--- config.mk ---
export PLATFORM = sky130hd
export DESIGN_NAME = eprom_host
export DESIGN_NICKNAME = d
export VERILOG_FILES = /design/src/rtl/eprom_host_pkg.sv /design/src/rtl/cycle_timer.sv /design/src/rtl/eprom_host.sv
export SDC_FILE = /design/constraint.sdc
export NUM_CORES = 1
export LEC_CHECK = 0
export ABC_AREA = 1
export BUFFER_PORTS_ARGS = -buffer_cell sky130_fd_sc_hd__buf_2
export CAP_MARGIN = 20
export CORE_MARGIN = 1
export CORE_UTILIZATION = 36
export CTS_CLUSTER_DIAMETER = 200
export CTS_CLUSTER_SIZE = 16
export DETAILED_ROUTE_END_ITERATION = 8
export GPL_TIMING_DRIVEN = 0
export PLACE_DENSITY = 0.64
export SLEW_MARGIN = 20
export SYNTH_ARGS = -nofsm -noshare
export SYNTH_HDL_FRONTEND = slang
export SYNTH_SLANG_ARGS = --single-unit
--- constraint.sdc ---
create_clock -name CORE_CLK -period 4.4 [get_ports CORE_CLK]
set_input_delay 0.66 -clock CORE_CLK [delete_from_list [all_inputs] [get_ports CORE_CLK]]
set_output_delay 0.66 -clock CORE_CLK [all_outputs]
set_load 0.05 [all_outputs]
--- src/rtl/eprom_host_pkg.sv ---
/*
 * constants for the uv eprom programmer / reader host controller.
 * assumes a 125 MHz core clock and a device of 2048 x 8 words.
 */
package eprom_host_pkg;
    localparam int ADDR_W = 11;
    localparam int DATA_W = 8;
    localparam int WORDS = 2048;
    localparam int CLK_PERIOD_NS = 8;
    // program pulse, nominal and limits in ms
    localparam int PULSE_NOM_MS = 50;
    localparam int PULSE_MIN_MS = 45;
    localparam int PULSE_MAX_MS = 55;
    localparam int NS_PER_MS = 1000000;
    localparam int PULSE_NOM_CYC = PULSE_NOM_MS * (NS_PER_MS / CLK_PERIOD_NS);
    localparam int PULSE_MIN_CYC = (PULSE_MIN_MS * NS_PER_MS + CLK_PERIOD_NS - 1) / CLK_PERIOD_NS;
    localparam int PULSE_MAX_CYC = PULSE_MAX_MS * (NS_PER_MS / CLK_PERIOD_NS);
    // set-up / hold around the pulse and around supply switching, in us
    localparam int SETUP_US = 2;
    localparam int HOLD_US = 2;
    localparam int NS_PER_US = 1000;
    localparam int SETUP_CYC = (SETUP_US * NS_PER_US + CLK_PERIOD_NS - 1) / CLK_PERIOD_NS;
    localparam int HOLD_CYC = (HOLD_US * NS_PER_US + CLK_PERIOD_NS - 1) / CLK_PERIOD_NS;
    // read access: address / select to data 450 ns worst case
    localparam int ACCESS_NS = 450;
    localparam int ACCESS_CYC = (ACCESS_NS + CLK_PERIOD_NS - 1) / CLK_PERIOD_NS;
    localparam int CNT_W = 24;
    localparam logic [DATA_W-1:0] ERASED_WORD = 8'hff;

    typedef enum logic [3:0] {
        ST_IDLE = 4'h0,
        ST_RD_ACC = 4'h1,
        ST_PG_SETUP = 4'h3,
        ST_PG_PULSE = 4'h2,
        ST_PG_HOLD = 4'h6,
        ST_VF_ACC = 4'h7,
        ST_DONE = 4'h5
    } state_t;
endpackage

--- src/rtl/cycle_timer.sv ---
/*
 * down counter: load a count, raises expired when it reaches zero.
 * assumes one synchronous clock and reset.
 */
`timescale 1ns/1ps
module cycle_timer #(
    parameter int W = 24
) (
    input wire logic clk,
    input wire logic rst,
    input wire logic load,
    input wire logic [W-1:0] value,
    output logic expired
);
    logic [W-1:0] cnt_r;

    always_ff @(posedge clk) begin
        if (rst) begin
            cnt_r <= '0;
        end else if (load) begin
            cnt_r <= value;
        end else if (cnt_r != '0) begin
            cnt_r <= cnt_r - 1'b1;
        end
    end

    // no load term here: the caller's load depends on expired
    assign expired = (cnt_r == '0);
endmodule

--- src/rtl/eprom_host.sv ---
/*
 * host controller driving a 2048 x 8 uv eprom through its pins:
 * read, program (single pulse per word) and program verify.
 * assumes the eprom pins and a supply switch sit outside; data pins are
 * split into in / out / output enable (low = driving).
 */
`timescale 1ns/1ps
module eprom_host
    import eprom_host_pkg::*;
#(
    parameter int PULSE_CYC = PULSE_NOM_CYC,
    parameter int SETUP_CYCLES = SETUP_CYC,
    parameter int HOLD_CYCLES = HOLD_CYC,
    parameter int ACCESS_CYCLES = ACCESS_CYC
) (
    // clock and reset
    input wire logic CORE_CLK,
    input wire logic RESET,
    // command port
    input wire logic CMD_READ,
    input wire logic CMD_PROG,
    input wire logic [ADDR_W-1:0] CMD_ADDR,
    input wire logic [DATA_W-1:0] CMD_DATA,
    output logic CMD_BUSY,
    output logic RSP_VALID,
    output logic [DATA_W-1:0] RSP_DATA,
    output logic RSP_ERROR,
    // eprom pins
    output logic [ADDR_W-1:0] ROM_ADDR,
    output logic SELECT_PROGRAM_STROBE,
    output logic OUTPUT_ENABLE_N,
    output logic VPP_HIGH,
    input wire logic [DATA_W-1:0] ROM_DATA_IN,
    output logic [DATA_W-1:0] ROM_DATA_OUT,
    output logic ROM_DATA_OE_N
);
    state_t state_r;
    logic [ADDR_W-1:0] addr_r;
    logic [DATA_W-1:0] wdata_r;
    logic strobe_r;
    logic oe_n_r;
    logic vpp_r;
    logic drive_n_r;
    logic valid_r;
    logic err_r;
    logic [DATA_W-1:0] rdata_r;
    logic tload;
    logic [CNT_W-1:0] tval;
    logic texp;
    logic busy_r;

    // expected readback: the word read must equal the programmed word in every bit
    function automatic logic verify_ok(input logic [DATA_W-1:0] want,
                                       input logic [DATA_W-1:0] got);
        verify_ok = (got == want);
    endfunction

    cycle_timer #(.W(CNT_W)) u_timer (
        .clk(CORE_CLK),
        .rst(RESET),
        .load(tload),
        .value(tval),
        .expired(texp)
    );

    // ==========================================================
    // sequencer
    always_comb begin
        tload = 1'b0;
        tval = '0;
        case (state_r)
            ST_IDLE: begin
                if (CMD_READ) begin
                    tload = 1'b1;
                    tval = CNT_W'(ACCESS_CYCLES);
                end else if (CMD_PROG) begin
                    tload = 1'b1;
                    tval = CNT_W'(SETUP_CYCLES);
                end
            end
            ST_PG_SETUP: begin
                if (texp) begin
                    tload = 1'b1;
                    // strobe stays up through the zero count: load one less
                    tval = CNT_W'(PULSE_CYC - 1);
                end
            end
            ST_PG_PULSE: begin
                if (texp) begin
                    tload = 1'b1;
                    tval = CNT_W'(HOLD_CYCLES);
                end
            end
            ST_PG_HOLD: begin
                if (texp) begin
                    tload = 1'b1;
                    tval = CNT_W'(ACCESS_CYCLES);
                end
            end
            default: begin
                tload = 1'b0;
            end
        endcase
    end

    always_ff @(posedge CORE_CLK) begin
        if (RESET) begin
            state_r <= ST_IDLE;
        end else begin
            case (state_r)
                ST_IDLE: begin
                    if (CMD_READ) begin
                        state_r <= ST_RD_ACC;
                    end else if (CMD_PROG) begin
                        state_r <= ST_PG_SETUP;
                    end
                end
                ST_RD_ACC: if (texp) state_r <= ST_DONE;
                ST_PG_SETUP: if (texp) state_r <= ST_PG_PULSE;
                ST_PG_PULSE: if (texp) state_r <= ST_PG_HOLD;
                ST_PG_HOLD: if (texp) state_r <= ST_VF_ACC;
                ST_VF_ACC: if (texp) state_r <= ST_DONE;
                ST_DONE: state_r <= ST_IDLE;
                default: state_r <= ST_IDLE;
            endcase
        end
    end

    // busy flag, registered copy of state not idle
    always_ff @(posedge CORE_CLK) begin
        if (RESET) begin
            busy_r <= 1'b0;
        end else if (state_r == ST_IDLE && (CMD_READ || CMD_PROG)) begin
            busy_r <= 1'b1;
        end else if (state_r == ST_DONE) begin
            busy_r <= 1'b0;
        end
    end

    // ==========================================================
    // pin drive
    always_ff @(posedge CORE_CLK) begin
        if (RESET) begin
            addr_r <= '0;
            wdata_r <= ERASED_WORD;
        end else if (state_r == ST_IDLE && (CMD_READ || CMD_PROG)) begin
            addr_r <= CMD_ADDR;
            wdata_r <= CMD_DATA;
        end
    end

    always_ff @(posedge CORE_CLK) begin
        if (RESET) begin
            strobe_r <= 1'b1;
            oe_n_r <= 1'b1;
            vpp_r <= 1'b0;
            drive_n_r <= 1'b1;
        end else begin
            case (state_r)
                ST_IDLE: begin
                    strobe_r <= !(CMD_READ || CMD_PROG);
                    oe_n_r <= !CMD_READ;
                    vpp_r <= CMD_PROG && !CMD_READ;
                    drive_n_r <= !(CMD_PROG && !CMD_READ);
                end
                ST_RD_ACC: begin
                    strobe_r <= 1'b0;
                    oe_n_r <= 1'b0;
                end
                ST_PG_SETUP: begin
                    strobe_r <= texp;
                    oe_n_r <= 1'b1;
                end
                ST_PG_PULSE: begin
                    strobe_r <= !texp;
                end
                ST_PG_HOLD: begin
                    strobe_r <= 1'b0;
                    drive_n_r <= texp;
                    oe_n_r <= !texp;
                end
                ST_VF_ACC: begin
                    oe_n_r <= 1'b0;
                    if (texp) begin
                        vpp_r <= 1'b0;
                    end
                end
                default: begin
                    strobe_r <= 1'b1;
                    oe_n_r <= 1'b1;
                    vpp_r <= 1'b0;
                    drive_n_r <= 1'b1;
                end
            endcase
        end
    end

    // ==========================================================
    // response
    always_ff @(posedge CORE_CLK) begin
        if (RESET) begin
            valid_r <= 1'b0;
            err_r <= 1'b0;
            rdata_r <= '0;
        end else begin
            valid_r <= 1'b0;
            if ((state_r == ST_RD_ACC || state_r == ST_VF_ACC) && texp) begin
                valid_r <= 1'b1;
                rdata_r <= ROM_DATA_IN;
                err_r <= (state_r == ST_VF_ACC) && !verify_ok(wdata_r, ROM_DATA_IN);
            end
        end
    end

    assign ROM_ADDR = addr_r;
    assign SELECT_PROGRAM_STROBE = strobe_r;
    assign OUTPUT_ENABLE_N = oe_n_r;
    assign VPP_HIGH = vpp_r;
    assign ROM_DATA_OUT = wdata_r;
    assign ROM_DATA_OE_N = drive_n_r;
    assign CMD_BUSY = busy_r;
    assign RSP_VALID = valid_r;
    assign RSP_DATA = rdata_r;
    assign RSP_ERROR = err_r;
endmodule

Yosys cells after proc, flatten, opt, wreduce, memory -nomap -nowiden
Index checks and enable logic that the tools add are counted.
W data, S select, Z words.
{ "totals": {"elab_cells": 77, "output_inout_bits": 34, "ff_bits": 62, "in_bits": 31} }
{ "classes": {"eq_ne": 13, "n_bitwise": 1, "n_addsub": 1, "reduce_logical": 23, "muxes": 27} }
{ "op_table": {"columns": ["op", "n"], "rows": [
  ["$pmux W23 S4", 1],
  ["$mux W24", 2],
  ["$logic_not A24 Y1", 1],
  ["$mux W4", 6],
  ["$mux W8", 3],
  ["$reduce_bool A24 Y1", 1],
  ["$sub A24 B1 Y24 const B", 1],
  ["$mux W23", 1],
  ["$pmux W4 S5", 1],
  ["$eq A4 B3 Y1 const B", 3],
  ["$eq A4 B2 Y1 const B", 2],
  ["$eq A8 B8 Y1", 1],
  ["$ne A2 B2 Y1 const B", 4],
  ["$reduce_or A4 Y1", 2],
  ["$mux W1", 7],
  ["$mux W6", 1],
  ["$pmux W1 S3", 2],
  ["$logic_not A1 Y1", 5],
  ["$pmux W1 S5", 1],
  ["$reduce_and A5 Y1", 1],
  ["$eq A4 B1 Y1 const B", 1],
  ["$logic_and A1 B1 Y1", 4],
  ["$logic_not A4 Y1", 1],
  ["$pmux W1 S4", 1],
  ["9 further kinds", 12]
]} }

Longest topological paths before layout
{ "depth": {"word_depth": 4, "ltp_mapped": 11, "ltp_nobuf": 11} }

Modules after synthesis
From an unflattened synthesis, not the netlist that was laid out.
{ "hier_totals": {"hier_cells": 502, "area_unflattened_um2": 3403.3} }
{ "by_module_without_submodules": {"columns": ["mod", "cells_each", "instances", "seq_area_each_um2", "area_per_inst_um2"], "rows": [
  ["cycle_timer", 277, 1, 480.5, 1774.2],
  ["eprom_host", 225, 1, 740.7, 1629.1]
]} }

Worst setup path after synthesis
OpenSTA, ideal clock, no wires.
{ "synth_timing": {"path_kind": "reg2reg", "from": "register u_timer.cnt_r[0]", "to": "register u_timer.cnt_r[11]", "period_less_slack_ns": 1.527, "arrival_ns": 1.404, "n_path_buf": 1, "setup_time_ns": 0.122, "stages_incl_launch_ff": 11, "required_ns": 4.278, "path_slack_ns": 2.873, "path_cell_list": "dfxtp_1 -> inv_1 -> ha_1 -> nand2_1 -> nor2_4 -> nand2_4 -> nor2_8 -> nand3_4 -> nand2_4 -> buf_8 -> a21oi_2"} }
{ "synth_between": {"elab_chain_len": 4, "elab_cells_between_ends": 10, "cone_classes": "add/sub (1); mux (6); reduce/logical (3)"} }
{ "synth_rtl": {"columns": ["element", "line_no", "text"], "rows": [
  ["from (decl)", "cycle_timer.sv:15", "logic [W-1:0] cnt_r;"],
  ["from (signal assigned)", "cycle_timer.sv:21", "cnt_r <= value;"],
  ["from (signal assigned)", "cycle_timer.sv:23", "cnt_r <= cnt_r - 1'b1;"],
  ["branches (longest 4 deep; another with $sub A24 B1 Y24)", null, null]
]} }
Parallel ways; which one is timed is not known. The select of a mux whose other input is x is not followed.
A chain may end at the register's enable or synchronous reset.

Final worst setup path
{ "layout_timing": {"from": "register u_timer.cnt_r[0]", "to": "register err_r, in the netlist RSP_ERROR"} }
{ "layout_between": {"elab_chain_len": 2} }
{ "layout_rtl": {"columns": ["element", "line_no", "text"], "rows": [
  ["$logic_not A24 Y1", "cycle_timer.sv:28", "assign expired = (cnt_r == '0);"],
  ["$logic_and A1 B1 Y1", "eprom_host.sv:207", "if ((state_r == ST_RD_ACC || state_r == ST_VF_ACC) && texp) begin"],
  ["to (signal assigned)", "eprom_host.sv:210", "err_r <= (state_r == ST_VF_ACC) && !verify_ok(wdata_r, ROM_DATA_IN);"],
  ["to (decl)", "eprom_host.sv:45", "logic err_r;"]
]} }
No other way between the ends.

==> key figures <==
Run status
  – Status: completed

Logic synthesis
  – Post-synth EDFFs: 0
  – Gate Count Post-Synth: 440
  – Post-synthesis sequential area ratio: a little under two fifths
  – Yosys reg bits: 61
  – Post-synthesis async set-or-reset flop share: 0%
  – Avg Inst Size Synth: 7.391 µm²
  – Ys flop type: dfxtp_1
  – Yosys Warn Count: 0
  – Cell area after synthesis: ~3300 µm²
  – Netlist cell types: 36
  – Post-synthesis net count: 473

STA
  – Unrepaired setup endpoints after global routing: false
  – Period utilisation layout: about 42%
  – Clock period minus final worst setup slack: 1.858 ns
  – Clk_skew: 0.01195 ns
  – Final slew viol count: 0
  – Min Hold Slack: 0.4658 ns
  – Rel. slew slack: 65.40%
  – Final Hold Fails: 0
  – Slew at the pin closest to its max-slew limit: 0.5189 ns
  – Setup TNS: 0 ns
  – Setup violators final: 0
  – Maximum clock rate: around 540 MHz

Global routing
  – Initial antenna violation count: 0
  – GRT busiest layer: met2
  – Vias in the first global route: 3,048
  – All-Layer GR Usage: 18.63%
  – Remaining global-route overflow: 0
  – Met3 layer usage reported by global route: 5.130%
  – Largest net degree at the start of global routing: 12
  – Met2 Usage GRT: between 20% and 30%
  – Global-route wire length before repair: 14,390 µm
  – Met1 Usage GRT: 25.21%

Cells and area
  – Layout cell share with drive strength beyond 1: 27.94%
  – Post-route core utilization: 44.63%
  – Ant. Diodes: 0
  – Final nets: 547
  – Layout Cells excl Fill: 627
  – Synthesis-to-layout area growth: 19.70%

Critical path
  – Worst setup SP type: flop
  – Critical path endpoint category: flop
  – Crit path DAT: around 2.1 ns
  – Crit-path max FO: 10
  – WS Path Type: flop to flop
  – CP Data Required Time: 4.60 ns

Clock network
  – Clk slew on worst S/H paths: about 0.07 ns
  – TritonCTS clock tree: built
  – Clock sink count: 61
  – Clock buffer depth: 2
  – Clock tree root buffer cell: clkbuf_8
  – Hold buffers post-CTS: 0
  – TritonCTS Buffers: 9
  – Post-CTS resize count: 0
  – Post-CTS setup-driven buffer insertion count: 0
  – Worst skew pair latency: 0.33 ns
  – CTS H-tree depth: 3

Run
  – Max Cap Violations: 0

Floorplan
  – Height of the die: between 90 and 100 µm
  – Core footprint: a little under 9000 µm²
  – DIE WIDTH: 97.04 µm
  – I/O pins: 65
  – Effective utilization at floorplan: 37.29%
  – Site row count: 34
  – DIE AREA: 9417 µm²

Routing
  – Routed Antenna Nets: 0
  – Total wire length: 8131 µm
  – Total number of vias: 3,034
  – DRT Pass-1 Iters: 4
  – Initial DRC count: 140
  – WL per Instance: 12.97 µm
  – Drc violations: 0
  – DR vias/cell: 4.839

Placed design
  – Dpl cells: 611
  – DP HPWL: between 6000 and 7000 µm
  – Count of buffers from port buffering: 63
  – Global placement routability congestion: around 0.84

Worst hold path
  – Worst Hold Class: flop to flop
==> logic make-up after synthesis <==
kind of cell	share of synthesized area [%]
adders and majority gates	0.7694
buffers and inverters	6.426
and+or+nand+nor	37.44
AOI/OAI and AO/OA	11.62
xor gates and xnor gates	6.195
DFF	37.55
==> layout make-up <==
cell class | count | area (µm²)
Fill cell | 925 | 4828
Clock buffer | 9 | 123.9
Inverter | 37 | 143.9
Timing Repair Buffer | 63 | 315.3
Tap cell | 108 | 135.1
Clock inverter | 7 | 66.31
Sequential cell | 61 | 1221
Buffer | 11 | 65.06
Multi-Input combinational cell | 331 | 1822
==> final timing paths <==
check,startpoint,to,slack [ns],depth (start not counted)
hold / removal,OUTPUT_ENABLE_N,OUTPUT_ENABLE_N,0.47,2
setup reg to reg,u_timer.cnt_r[0],RSP_ERROR,2.54,9
hold reg to reg,OUTPUT_ENABLE_N,OUTPUT_ENABLE_N,0.47,2
setup / recovery,u_timer.cnt_r[0],RSP_ERROR,2.54,9
==> stage by stage <==
stage                     worst slack [ns]  instance area [µm²]
after floorplan                      2.873                 3252
after global placement               2.608                 3702
after CTS                            2.546                 3892
after global routing                 2.332                 3892
final                                2.542                 3892
after detailed placement             2.563                 3702
==> per-layer routing <==
metal	routed length, µm	up-vias
met5	0	-
met4	104	0
met3	586	11
met2	3545	85
met1	3895	1376
li1	-	1562
==> worst max-delay path: stages, from the launching register on <==
cell and delay [ns]:
dfxtp_1 0.33, inv_1 0.11, ha_1 0.21, nand2_1 0.11
nor2_4 0.20, nand3_2 0.19, nor2_4 0.26, inv_2 0.16
nand2_1 0.09, a21oi_1 0.06
==> state kept, by name, indices dropped and copies added, names as in the netlist, 3 cells and up <==
name / flops
ROM_ADDR: 11
ROM_DATA_OUT: 8
RSP_DATA: 8
state_r: 3
u_timer.cnt_r: 24
==> cells in the mapped netlist (5+ instances only) <==
library cell	count	share of area [%]
xnor2_1	13	3.5
xor2_1	10	2.7
dfxtp_1	61	38
nand3_1	29	4.5
inv_2	10	1.2
nor2_2	9	1.7
a21oi_1	23	3.5
nor2_4	6	2.1
nand2_1	101	12
nor2_1	66	7.6
nand2_4	7	2.4
o21ai_0	20	3.1
a21oi_2	13	3.5
clkbuf_1	5	0.58
inv_1	25	2.9
nand4_1	6	1.2
==> layout by cell type (no fill, tap or decap), drive strengths merged, types with 2 or more instances in the layout <==
master / Yosys / routed
a21oi: 36 / 36
a31oi: 2 / 2
buf: 6 / 69
clkbuf: 5 / 14
clkinv: 1 / 6
dfxtp: 61 / 61
ha: 2 / 2
inv: 36 / 36
nand2: 111 / 111
nand3: 34 / 34
nand4: 7 / 7
nor2: 84 / 84
nor3: 2 / 2
nor4: 4 / 4
o21ai: 23 / 23
xnor2: 13 / 13
xor2: 10 / 10
Power is not shown: default switching activity piles up to over one toggle a cycle in this logic, so the estimate is an artifact.
